## src/core/timed_out_pkg.sv

```systemverilog
// constants, register map and shared types of the triggered real-time output port
// Summary of operation
// - pin-mode register: one bit per output
// - reset clears pin-mode register to zero
// - reset clears control register to zero
// - control bit 7 enables the unit
// - control bit 6 picks trigger pin edge
// - control bit 5 picks one or two channels
// - control bit 4 uses the trigger pin
// - two channels: nibble triggers per trigger select
// - one channel: all bits on one trigger
// - enabled unit copies buffer on its trigger
// - real-time bits drive latch, port bits zero
// - disabled unit drives all outputs zero
// - port writes skip real-time bits
// - buffer write width follows channel mode
// - buffer reads return both nibbles masked
package timed_out_pkg;
    localparam int ADDR_W = 12;
    // these offsets are word indices; byte address is four times the index
    localparam logic [31:0] PIN_MODE_INDEX = 32'hfffff3a4;
    localparam logic [31:0] UNIT_CTRL_INDEX = 32'hfffff3a6;
    localparam logic [ADDR_W-1:0] PIN_MODE_ADDR = {PIN_MODE_INDEX[ADDR_W-3:0], 2'b00};
    localparam logic [ADDR_W-1:0] UNIT_CTRL_ADDR = {UNIT_CTRL_INDEX[ADDR_W-3:0], 2'b00};
    localparam logic [ADDR_W-1:0] LOW_BUF_ADDR = 12'h010;
    localparam logic [ADDR_W-1:0] HIGH_BUF_ADDR = 12'h014;
    localparam logic [ADDR_W-1:0] PORT_LATCH_ADDR = 12'h018;
    localparam logic [ADDR_W-1:0] OUT_STATE_ADDR = 12'h01c;
    localparam int CTRL_EN_BIT = 7;
    localparam int CTRL_EDGE_BIT = 6;
    localparam int CTRL_BYTE_BIT = 5;
    localparam int CTRL_EXT_BIT = 4;
    localparam logic [7:0] CTRL_WMASK = 8'hf0;
    localparam logic [7:0] PIN_MODE_RST = 8'h00;
    localparam logic [7:0] CTRL_RST = 8'h00;
    localparam logic [7:0] BUF_RST = 8'h00;
    localparam logic [7:0] LATCH_RST = 8'h00;
    localparam logic [1:0] RESP_OKAY = 2'h0;
    localparam logic [1:0] RESP_SLVERR = 2'h2;
    localparam logic [7:0] LOW_NIBBLE = 8'h0f;
    localparam logic [7:0] HIGH_NIBBLE = 8'hf0;
    typedef enum logic [2:0] {
        SEL_NONE,
        SEL_MODE,
        SEL_CTRL,
        SEL_LOW_BUF,
        SEL_HIGH_BUF,
        SEL_LATCH,
        SEL_STATE
    } reg_sel_t;
endpackage : timed_out_pkg

```

## src/core/ext_trigger_detect.sv

```systemverilog
// trigger pin synchroniser and selected-edge pulse
`timescale 1ns/1ns
module ext_trigger_detect
    import timed_out_pkg::*;
(
    input wire logic aclk, // system clock
    input wire logic aresetn, // synchronous reset, active low
    input wire logic ext_trigger_pin, // asynchronous trigger pin
    input wire logic rising_sel, // 1 rising, 0 falling
    input wire logic use_en, // pin used as trigger
    output logic trig_pulse // one-cycle pulse on selected edge
);
    typedef struct packed {
        logic meta;
        logic sync;
        logic prev;
        logic pulse;
    } det_t;
    det_t s_r;
    det_t s_nxt;

    always_comb begin
        s_nxt = s_r;
        s_nxt.meta = ext_trigger_pin;
        s_nxt.sync = s_r.meta;
        s_nxt.prev = s_r.sync;
        // only the second and third stages feed the edge compare
        s_nxt.pulse = use_en && (rising_sel ? (s_r.sync && !s_r.prev) : (!s_r.sync && s_r.prev));
    end

    always_ff @(posedge aclk) begin
        if (!aresetn) begin
            s_r <= '0;
        end else begin
            s_r <= s_nxt;
        end
    end

    assign trig_pulse = s_r.pulse;
endmodule : ext_trigger_detect

```

## src/core/trigger_route.sv

```systemverilog
// routes timer and pin triggers to the two nibble loads
`timescale 1ns/1ns
module trigger_route
    import timed_out_pkg::*;
(
    input wire logic unit_enable, // unit enable
    input wire logic byte_mode, // one 8-bit channel
    input wire logic ext_trigger_use, // pin trigger used
    input wire logic timer_a_irq, // first timer pulse
    input wire logic timer_b_irq, // second timer pulse
    input wire logic ext_pulse, // detected pin edge
    output logic load_hi, // copy high nibble
    output logic load_lo // copy low nibble
);
    logic byte_trig;

    always_comb begin
        byte_trig = ext_trigger_use ? ext_pulse : timer_a_irq;
        if (!unit_enable) begin
            load_hi = 1'b0;
            load_lo = 1'b0;
        end else if (byte_mode) begin
            load_hi = byte_trig;
            load_lo = byte_trig;
        end else begin
            load_hi = ext_trigger_use ? timer_a_irq : timer_b_irq;
            load_lo = ext_trigger_use ? ext_pulse : timer_a_irq;
        end
    end
endmodule : trigger_route

```

## src/core/timed_output_unit.sv

```systemverilog
// triggered real-time output port with AXI4-Lite register slave
`timescale 1ns/1ns
module timed_output_unit
    import timed_out_pkg::*;
(
    input wire logic aclk, // 100 MHz clock
    input wire logic aresetn, // synchronous reset, active low
    input wire logic [ADDR_W-1:0] s_axi_awaddr, // write address
    input wire logic s_axi_awvalid, // write address valid
    output logic s_axi_awready, // write address ready
    input wire logic [31:0] s_axi_wdata, // write data
    input wire logic [3:0] s_axi_wstrb, // write byte enables
    input wire logic s_axi_wvalid, // write data valid
    output logic s_axi_wready, // write data ready
    output logic [1:0] s_axi_bresp, // write response
    output logic s_axi_bvalid, // write response valid
    input wire logic s_axi_bready, // write response ready
    input wire logic [ADDR_W-1:0] s_axi_araddr, // read address
    input wire logic s_axi_arvalid, // read address valid
    output logic s_axi_arready, // read address ready
    output logic [31:0] s_axi_rdata, // read data
    output logic [1:0] s_axi_rresp, // read response
    output logic s_axi_rvalid, // read data valid
    input wire logic s_axi_rready, // read data ready
    input wire logic timer_a_irq, // first timer interrupt pulse
    input wire logic timer_b_irq, // second timer interrupt pulse
    input wire logic ext_trigger_pin, // external trigger pin
    output logic [7:0] timed_output_pins // real-time outputs
);
    typedef struct packed {
        logic aw_full;
        logic [ADDR_W-1:0] aw_addr;
        logic w_full;
        logic [7:0] w_data;
        logic w_lane0;
        logic awready;
        logic wready;
        logic bvalid;
        logic [1:0] bresp;
        logic arready;
        logic rvalid;
        logic [31:0] rdata;
        logic [1:0] rresp;
        logic [7:0] pin_mode;
        logic [7:0] ctrl;
        logic [7:0] bufv;
        logic [7:0] latch;
        logic [7:0] pins;
    } unit_t;

    localparam unit_t UNIT_RST = '{
        aw_full: 1'b0,
        aw_addr: '0,
        w_full: 1'b0,
        w_data: 8'h00,
        w_lane0: 1'b0,
        awready: 1'b0,
        wready: 1'b0,
        bvalid: 1'b0,
        bresp: RESP_OKAY,
        arready: 1'b0,
        rvalid: 1'b0,
        rdata: 32'h0000_0000,
        rresp: RESP_OKAY,
        pin_mode: PIN_MODE_RST,
        ctrl: CTRL_RST,
        bufv: BUF_RST,
        latch: LATCH_RST,
        pins: 8'h00
    };

    unit_t s_r;
    unit_t s_nxt;
    logic ext_pulse;
    logic load_hi;
    logic load_lo;
    logic wr_go;
    reg_sel_t wr_sel;
    reg_sel_t rd_sel;
    logic [7:0] load_mask;

    // shared by the read and the write path
    function automatic reg_sel_t decode(input logic [ADDR_W-1:0] addr);
        unique case (addr)
            PIN_MODE_ADDR: decode = SEL_MODE;
            UNIT_CTRL_ADDR: decode = SEL_CTRL;
            LOW_BUF_ADDR: decode = SEL_LOW_BUF;
            HIGH_BUF_ADDR: decode = SEL_HIGH_BUF;
            PORT_LATCH_ADDR: decode = SEL_LATCH;
            OUT_STATE_ADDR: decode = SEL_STATE;
            default: decode = SEL_NONE;
        endcase
    endfunction : decode

    function automatic logic [7:0] read_byte(input reg_sel_t sel, input unit_t st);
        unique case (sel)
            SEL_MODE: read_byte = st.pin_mode;
            SEL_CTRL: read_byte = st.ctrl & CTRL_WMASK;
            SEL_LOW_BUF, SEL_HIGH_BUF: read_byte = st.bufv & st.pin_mode;
            SEL_LATCH: read_byte = st.latch;
            SEL_STATE: read_byte = st.pins;
            SEL_NONE: read_byte = 8'h00;
        endcase
    endfunction : read_byte

    ext_trigger_detect u_detect (
        .aclk(aclk),
        .aresetn(aresetn),
        .ext_trigger_pin(ext_trigger_pin),
        .rising_sel(s_r.ctrl[CTRL_EDGE_BIT]),
        .use_en(s_r.ctrl[CTRL_EXT_BIT]),
        .trig_pulse(ext_pulse)
    );

    trigger_route u_route (
        .unit_enable(s_r.ctrl[CTRL_EN_BIT]),
        .byte_mode(s_r.ctrl[CTRL_BYTE_BIT]),
        .ext_trigger_use(s_r.ctrl[CTRL_EXT_BIT]),
        .timer_a_irq(timer_a_irq),
        .timer_b_irq(timer_b_irq),
        .ext_pulse(ext_pulse),
        .load_hi(load_hi),
        .load_lo(load_lo)
    );

    always_comb begin
        s_nxt = s_r;
        if (s_r.bvalid && s_axi_bready) begin
            s_nxt.bvalid = 1'b0;
        end
        if (s_r.rvalid && s_axi_rready) begin
            s_nxt.rvalid = 1'b0;
        end
        if (s_axi_awvalid && s_r.awready) begin
            s_nxt.aw_full = 1'b1;
            s_nxt.aw_addr = s_axi_awaddr;
        end
        if (s_axi_wvalid && s_r.wready) begin
            s_nxt.w_full = 1'b1;
            s_nxt.w_data = s_axi_wdata[7:0];
            s_nxt.w_lane0 = s_axi_wstrb[0];
        end
        // write completes once both halves are held and no response is pending
        wr_go = s_nxt.aw_full && s_nxt.w_full && !s_nxt.bvalid;
        wr_sel = decode(s_nxt.aw_addr);
        rd_sel = decode(s_axi_araddr);
        if (wr_go) begin
            s_nxt.aw_full = 1'b0;
            s_nxt.w_full = 1'b0;
            s_nxt.bvalid = 1'b1;
            s_nxt.bresp = (wr_sel == SEL_NONE) ? RESP_SLVERR : RESP_OKAY;
        end
        if (s_axi_arvalid && s_r.arready) begin
            s_nxt.rvalid = 1'b1;
            s_nxt.rresp = (rd_sel == SEL_NONE) ? RESP_SLVERR : RESP_OKAY;
            s_nxt.rdata = {24'h00_0000, read_byte(rd_sel, s_r)};
        end
        // only lane 0 carries the 8-bit registers; other lanes are ignored
        if (wr_go && s_nxt.w_lane0) begin
            unique case (wr_sel)
                SEL_MODE: s_nxt.pin_mode = s_nxt.w_data;
                SEL_CTRL: s_nxt.ctrl = s_nxt.w_data & CTRL_WMASK;
                SEL_LOW_BUF: begin
                    if (s_r.ctrl[CTRL_BYTE_BIT]) begin
                        s_nxt.bufv = s_nxt.w_data;
                    end else begin
                        s_nxt.bufv = (s_r.bufv & HIGH_NIBBLE) | (s_nxt.w_data & LOW_NIBBLE);
                    end
                end
                SEL_HIGH_BUF: begin
                    if (s_r.ctrl[CTRL_BYTE_BIT]) begin
                        s_nxt.bufv = s_nxt.w_data;
                    end else begin
                        s_nxt.bufv = (s_r.bufv & LOW_NIBBLE) | (s_nxt.w_data & HIGH_NIBBLE);
                    end
                end
                SEL_LATCH: s_nxt.latch = (s_r.latch & s_r.pin_mode) | (s_nxt.w_data & ~s_r.pin_mode);
                SEL_STATE, SEL_NONE: s_nxt.latch = s_nxt.latch;
            endcase
        end
        // the transfer uses the buffer as it stood before this cycle's write;
        // port-mode bits keep their port value so a later switch starts clean
        load_mask = ({{4{load_hi}}, {4{load_lo}}}) & s_r.pin_mode;
        s_nxt.latch = (s_nxt.latch & ~load_mask) | (s_r.bufv & load_mask);
        s_nxt.awready = !s_nxt.aw_full && !s_nxt.bvalid;
        s_nxt.wready = !s_nxt.w_full && !s_nxt.bvalid;
        s_nxt.arready = !s_nxt.rvalid;
        if (s_nxt.ctrl[CTRL_EN_BIT]) begin
            s_nxt.pins = s_nxt.latch & s_nxt.pin_mode;
        end else begin
            s_nxt.pins = 8'h00;
        end
    end

    always_ff @(posedge aclk) begin
        if (!aresetn) begin
            s_r <= UNIT_RST;
        end else begin
            s_r <= s_nxt;
        end
    end

    assign s_axi_awready = s_r.awready;
    assign s_axi_wready = s_r.wready;
    assign s_axi_bvalid = s_r.bvalid;
    assign s_axi_bresp = s_r.bresp;
    assign s_axi_arready = s_r.arready;
    assign s_axi_rvalid = s_r.rvalid;
    assign s_axi_rdata = s_r.rdata;
    assign s_axi_rresp = s_r.rresp;
    assign timed_output_pins = s_r.pins;
endmodule : timed_output_unit

```

## config.mk

```make
export PLATFORM = sky130hd
export DESIGN_NAME = timed_output_unit
export DESIGN_NICKNAME = d
export VERILOG_FILES = /design/src/core/timed_out_pkg.sv /design/src/core/ext_trigger_detect.sv /design/src/core/trigger_route.sv /design/src/core/timed_output_unit.sv
export SDC_FILE = /design/constraint.sdc
export NUM_CORES = 1
export LEC_CHECK = 0
export ABC_AREA = 1
export BUFFER_PORTS_ARGS = -buffer_cell sky130_fd_sc_hd__buf_2
export CORE_MARGIN = 2
export CORE_UTILIZATION = 52
export CTS_BUF_LIST = sky130_fd_sc_hd__clkbuf_4
export DETAILED_ROUTE_END_ITERATION = 8
export PLACE_DENSITY = 0.79
export SETUP_SLACK_MARGIN = 0.02
export SLEW_MARGIN = 20
export SYNTH_ARGS = -nofsm -noshare
export SYNTH_HDL_FRONTEND = slang
export SYNTH_SLANG_ARGS = --single-unit
```

## constraint.sdc

```tcl
create_clock -name aclk -period 2.45 [get_ports aclk]
set_input_delay 0.3675 -clock aclk [delete_from_list [all_inputs] [get_ports aclk]]
set_output_delay 0.3675 -clock aclk [all_outputs]
set_load 0.05 [all_outputs]
```

; ---- Word level (Yosys, flattened, before mapping)
; Index checks and enable logic that the tools add are counted.
[word_totals]
register_bits = 80
in_bits = 70
out_inout_bits = 49
[op_classes]
eq_ne = 23
mux = 26
bitwise_logic = 13
n_reduce_logical = 27
[ops]
columns = cell, count
row1 = "equality test 12 x 5 -> 1 bit, second input constant", 8
row2 = AND 8 bit, 7
row3 = "equality test 12 bit, second input constant", 4
row4 = case mux 8 bit (6 select lines), 1
row5 = two-way mux 8 bit, 5
row6 = case mux 3 bit (6 select lines), 2
row7 = two-way mux 35 bit, 1
row8 = two-way mux 32 bit, 1
row9 = NOT 8 bit, 2
row10 = bitwise OR 8 bit, 2
row11 = case mux 8 bit (2 select lines), 1
row12 = "equality test 3 bit, second input constant", 5
row13 = logical AND 1 bit, 13
row14 = two-way mux 13 bit, 1
row15 = "equality test 3 x 2 -> 1 bit, second input constant", 4
row16 = two-way mux 1 bit, 10
row17 = two-way mux 10 bit, 1
row18 = bitwise OR 4 x 8 -> 8 bit, 1
row19 = bitwise OR 8 x 4 -> 8 bit, 1
row20 = logical NOT 1 bit, 7
row21 = "equality test 3 x 1 -> 1 bit, second input constant", 2
row22 = logical NOT 3 bit, 2
row23 = AND reduction 2 bit, 3
row24 = two-way mux 2 bit, 2
row25 = other kinds (3), 3

; ---- Longest topological paths before layout
[logic_depth]
word_depth = 10
mapped_depth = 15
mapped_depth_nobuf = 13

; ---- Modules after synthesis
; From an unflattened synthesis, not the netlist that was laid out.
[hier_totals]
hier_cells = 709
hier_area_um2 = 4581.9
[modules_own_cells]
columns = mod, n_inst, cells_per_inst, area_per_inst_um2, seq_area_each_um2
row1 = timed_output_unit, 1, 675, 4383.0, 1481.4
row2 = ext_trigger_detect, 1, 20, 140.1, 80.1
row3 = trigger_route, 1, 14, 58.8, 0.0

; ---- Least setup slack after synthesis
; No wires, ideal clock.
[synth_timing]
kind = register to register
start = register s_r (netlist bit s_axi_awready)
end = register s_r[11] in the netlist's numbering
setup_time_ps = 128
t_arrival_ps = 2026
required_time_ps = 2322
slack_ps = 296
path_stages_with_launch = 16
n_path_buf = 2
cell_sequence = dfxtp_1 nand2_2 buf_6 nand2_1 nand2_1 inv_2 nand2_1 nor2_4 nand3_2 buf_6 nand2_1 nand2_1 nand2_1 nand2_1 a21oi_1 nor2_1
[synth_between]
elab_chain_len = 9
word_cells_on_any_way = 17
classes_between = eq/ne: 7 / mux: 4 / bitwise: 2 / reduce/logical: 4
[synth_lines]
columns = element, line_no
row1 = start: declaration, timed_output_unit.sv:72  ; unit_t s_r;
row2 = start signal: assignment, timed_output_unit.sv:199  ; s_r <= s_nxt;
row3 = logical AND 1 bit (*), timed_output_unit.sv:134  ; if (s_axi_awvalid && s_r.awready) begin
row4 = two-way mux 13 bit (*), timed_output_unit.sv:134
row5 = equality test 12 x 5 -> 1 bit or equality test 12 bit (tied branches), timed_output_unit.sv:84  ; unique case (addr)
row6 = case mux 3 bit (6 select lines), timed_output_unit.sv:84
row7 = equality test 3 bit, timed_output_unit.sv:160  ; unique case (wr_sel)
row8 = two-way mux 8 bit, timed_output_unit.sv:160
row9 = two-way mux 32 bit (*), timed_output_unit.sv:159  ; if (wr_go && s_nxt.w_lane0) begin
row10 = AND 8 bit (*), timed_output_unit.sv:184  ; s_nxt.latch = (s_nxt.latch & ~load_mask) | (s_r.bufv & load_mask);
row11 = bitwise OR 8 bit (*), timed_output_unit.sv:184
; Mark *: on every way between the ends. The rest lies on a longest branch, timed or not.
; A chain may end at the register's enable or synchronous reset.

; ---- Final worst setup path
; Same ends and word-level chain as after synthesis.

==> impl_metrics.tcl <==
set metrics [dict create \
    grt_max_degree 49 \
    synth_area_per_cell_um2 6.42 \
    cts_tree "yes" \
    endpoint_kind "register" \
    synthMuxAreaShare_pct 0.888 \
    cts_sinks 78 \
    crit_start "s_axi_awready$_SDFF_PN0_" \
    outcome "finished clean" \
    synth_fa_ha_area_share_pct 0 \
    grt_pass1_wl_um 18000 \
    wl_per_cell_um 12.5 \
    track_usage_pct 22.9 \
    powerDensity_nw_per_um2 585 \
    nets 815 \
    fin_area_um2 4840 \
    numCtsBuffers 9 \
    p_leak_uw 0.00230 \
    synth_xor_area_share_pct 0 \
    hp-start "ext_trigger_pin" \
    crit_type "reg2reg" \
    overflow 0 \
    wl_um 10700 \
    finalPower_uw 2830 \
    drive_gt1_share_pct 15.6 \
    die_y_um 97.1 \
    clk_latency_ps 440 \
    rows 33 \
    vias 4426 \
    min_period_ps 2180 \
    cp_max_fo 23 \
    cts.htree.levels 3 \
    fmax_mhz 459 \
    postRouteAntennaNets 0 \
    clock_path_buffers 2 \
    post_cts_buffers 0 \
    yosysSeqAreaShare_pct 34.6 \
    yosysWarnings 0 \
    irDropWorstVdd_uv 420 \
    critical_path_arrival_ps 2500 \
    final_cell_mix "230 x nand2_1, 78 x dfxtp_1, 68 x inv_1, 68 x nor2_1, 65 x buf_2" \
    gp_congestion 0.859 \
    root_buffer "clkbuf_4" \
    worstPathRequired_ps 2780 \
    dp_hpwl_um 7830 \
    tns_ps 0 \
    critPathLaunchType "register" \
    grt_pass1_vias 4056 \
    ys_seq_elements 78 \
    via_per_inst 5.17 \
    layout_commonest_cell "nand2_1" \
    synthSimpleGateAreaFrac_pct 39.5 \
    fin_skew_ps 20.1 \
    antenna_found_initial 1 \
    fill_cells 790 \
    postSynthCellCount 702 \
    synth_compound_area_share_pct 8.52 \
    syn_area_um2 4510 \
    slew_headroom_pct 53.6 \
    dieArea_um2 9430 \
    firstDrtPassIters 5 \
    drcViolationCount 0 \
    drv_cap 0 \
    tightest_slew_ps 689 \
    num_io_pins 119 \
    hp-class "in2reg" \
    die_width_um 97.1 \
    synth_top_family_by_area "simple AND/OR/NAND/NOR gates" \
    dpl-instance-area_um2 4670 \
    area_growth_pct 7.33 \
    synth_cell_type_count 36 \
    fin_crit_sh_pct 88.9 \
    rsz0062_at_grt "no" \
    finalHoldViolations 0 \
    core_um2 8300 \
    numPortBuffers 65 \
    clk_pin_slew_ps 140 \
    r2r-start "s_axi_awready$_SDFF_PN0_" \
    drt_iter0_markers 285 \
    finalMaxSlewViolations 0 \
    start_util_pct 54.3 \
    setup_viol 0 \
]
## metrics by stage
| stage | util, % | setup slack, ps | hold WS [ps] | cells |
|---|---|---|---|---|
| floorplan | - | 296 | 390 | 727 |
| global placement | 56.3 | 207 | 398 | 839 |
| detailed placement | 56.3 | 106 | 407 | 839 |
| CTS | 58.2 | 273 | 95.6 | 855 |
| global route | 58.3 | 67.6 | 109 | 856 |
| finish | 58.3 | 273 | 115 | 856 |
## worst max-delay path, stage by stage (launching register included)
cell and delay, ps:
dfxtp_1 390, buf_4 270, nand3_1 110, nand2_1 100, nand2_1 110, nor2_1 250, nand3_2 310, nand2_1 130
nand2_1 60, nand2_1 50, nand2_1 50, a21oi_1 190, nor2_1 60
## routing by layer
metal  vias to the layer above  GRT usage (%)  part of all wire [%]
met2                       158           39.5                    48
li1                       2238              -                     -
met4                         0           10.1                   2.4
met5                         -              0                     0
met1                      2005           27.6                    43
met3                        25           4.60                   6.7
## path summary, 6_finish.rpt
path	slack, ps	to	cells past startpoint
max reg2reg	270	s_r[11]$_SDFF_PN0_	12
min reg2reg	430	u_detect.s_nxt[1]$_SDFF_PN0_	2
min	120	u_detect.s_nxt[2]$_SDFF_PN0_	3
max	270	s_r[11]$_SDFF_PN0_	12
## cell type report
| class | instances | area, um2 | area share, % |
|---|---|---|---|
| multi-input cells | 508 | 2310 | 47.7 |
| flip-flops and latches | 78 | 1560 | 32.3 |
| repair buffers | 74 | 393 | 8.12 |
| inverters | 74 | 280 | 5.79 |
| well taps | 105 | 131 | 2.71 |
| clock inverters | 6 | 86.3 | 1.78 |
| clock buffers | 10 | 75.1 | 1.55 |
| diodes | 1 | 2.50 | 0.0517 |
## cell usage after synthesis, drive strengths merged
library cell  number  area (um2)
nor2              74         323
a21boi             1        7.51
nor4               1        6.26
a21oi             41         209
nand2            235         905
a31oi              4        25.0
nand3             67         375
mux2i              4        40.0
or2                5        31.3
clkinv             1        3.75
o21a               1        7.51
dfxtp             78        1560
conb               1        3.75
nor3               7        40.0
buf               57         419
clkbuf            10        37.5
o21ai             24         120
nand3b             2        15.0
inv               73         277
nand4             14        87.6
o22ai              1        6.26
o32ai              1        8.76
## power by group
group	total (uW)	internal (uW)	switching [uW]
sequential	1340	1320	22.1
combinational	600	153	447
clock	888	423	465
## timing repair
action	in CTS	in global routing
hold buffers	0	0
gates resized for setup	0	1
endpoints found under the setup margin	0	5
## logic make-up (layout without fill, tap and decap cells)
kind of cell,after synthesis,count (layout)
AO/OA/AOI/OAI,73,73
buffers and inverters,141,164
flip-flops,78,78
multiplexers,4,4
other,1,27
AND/OR/NAND/NOR,405,405
No activity file was read; power rests on OpenSTA's default activity.
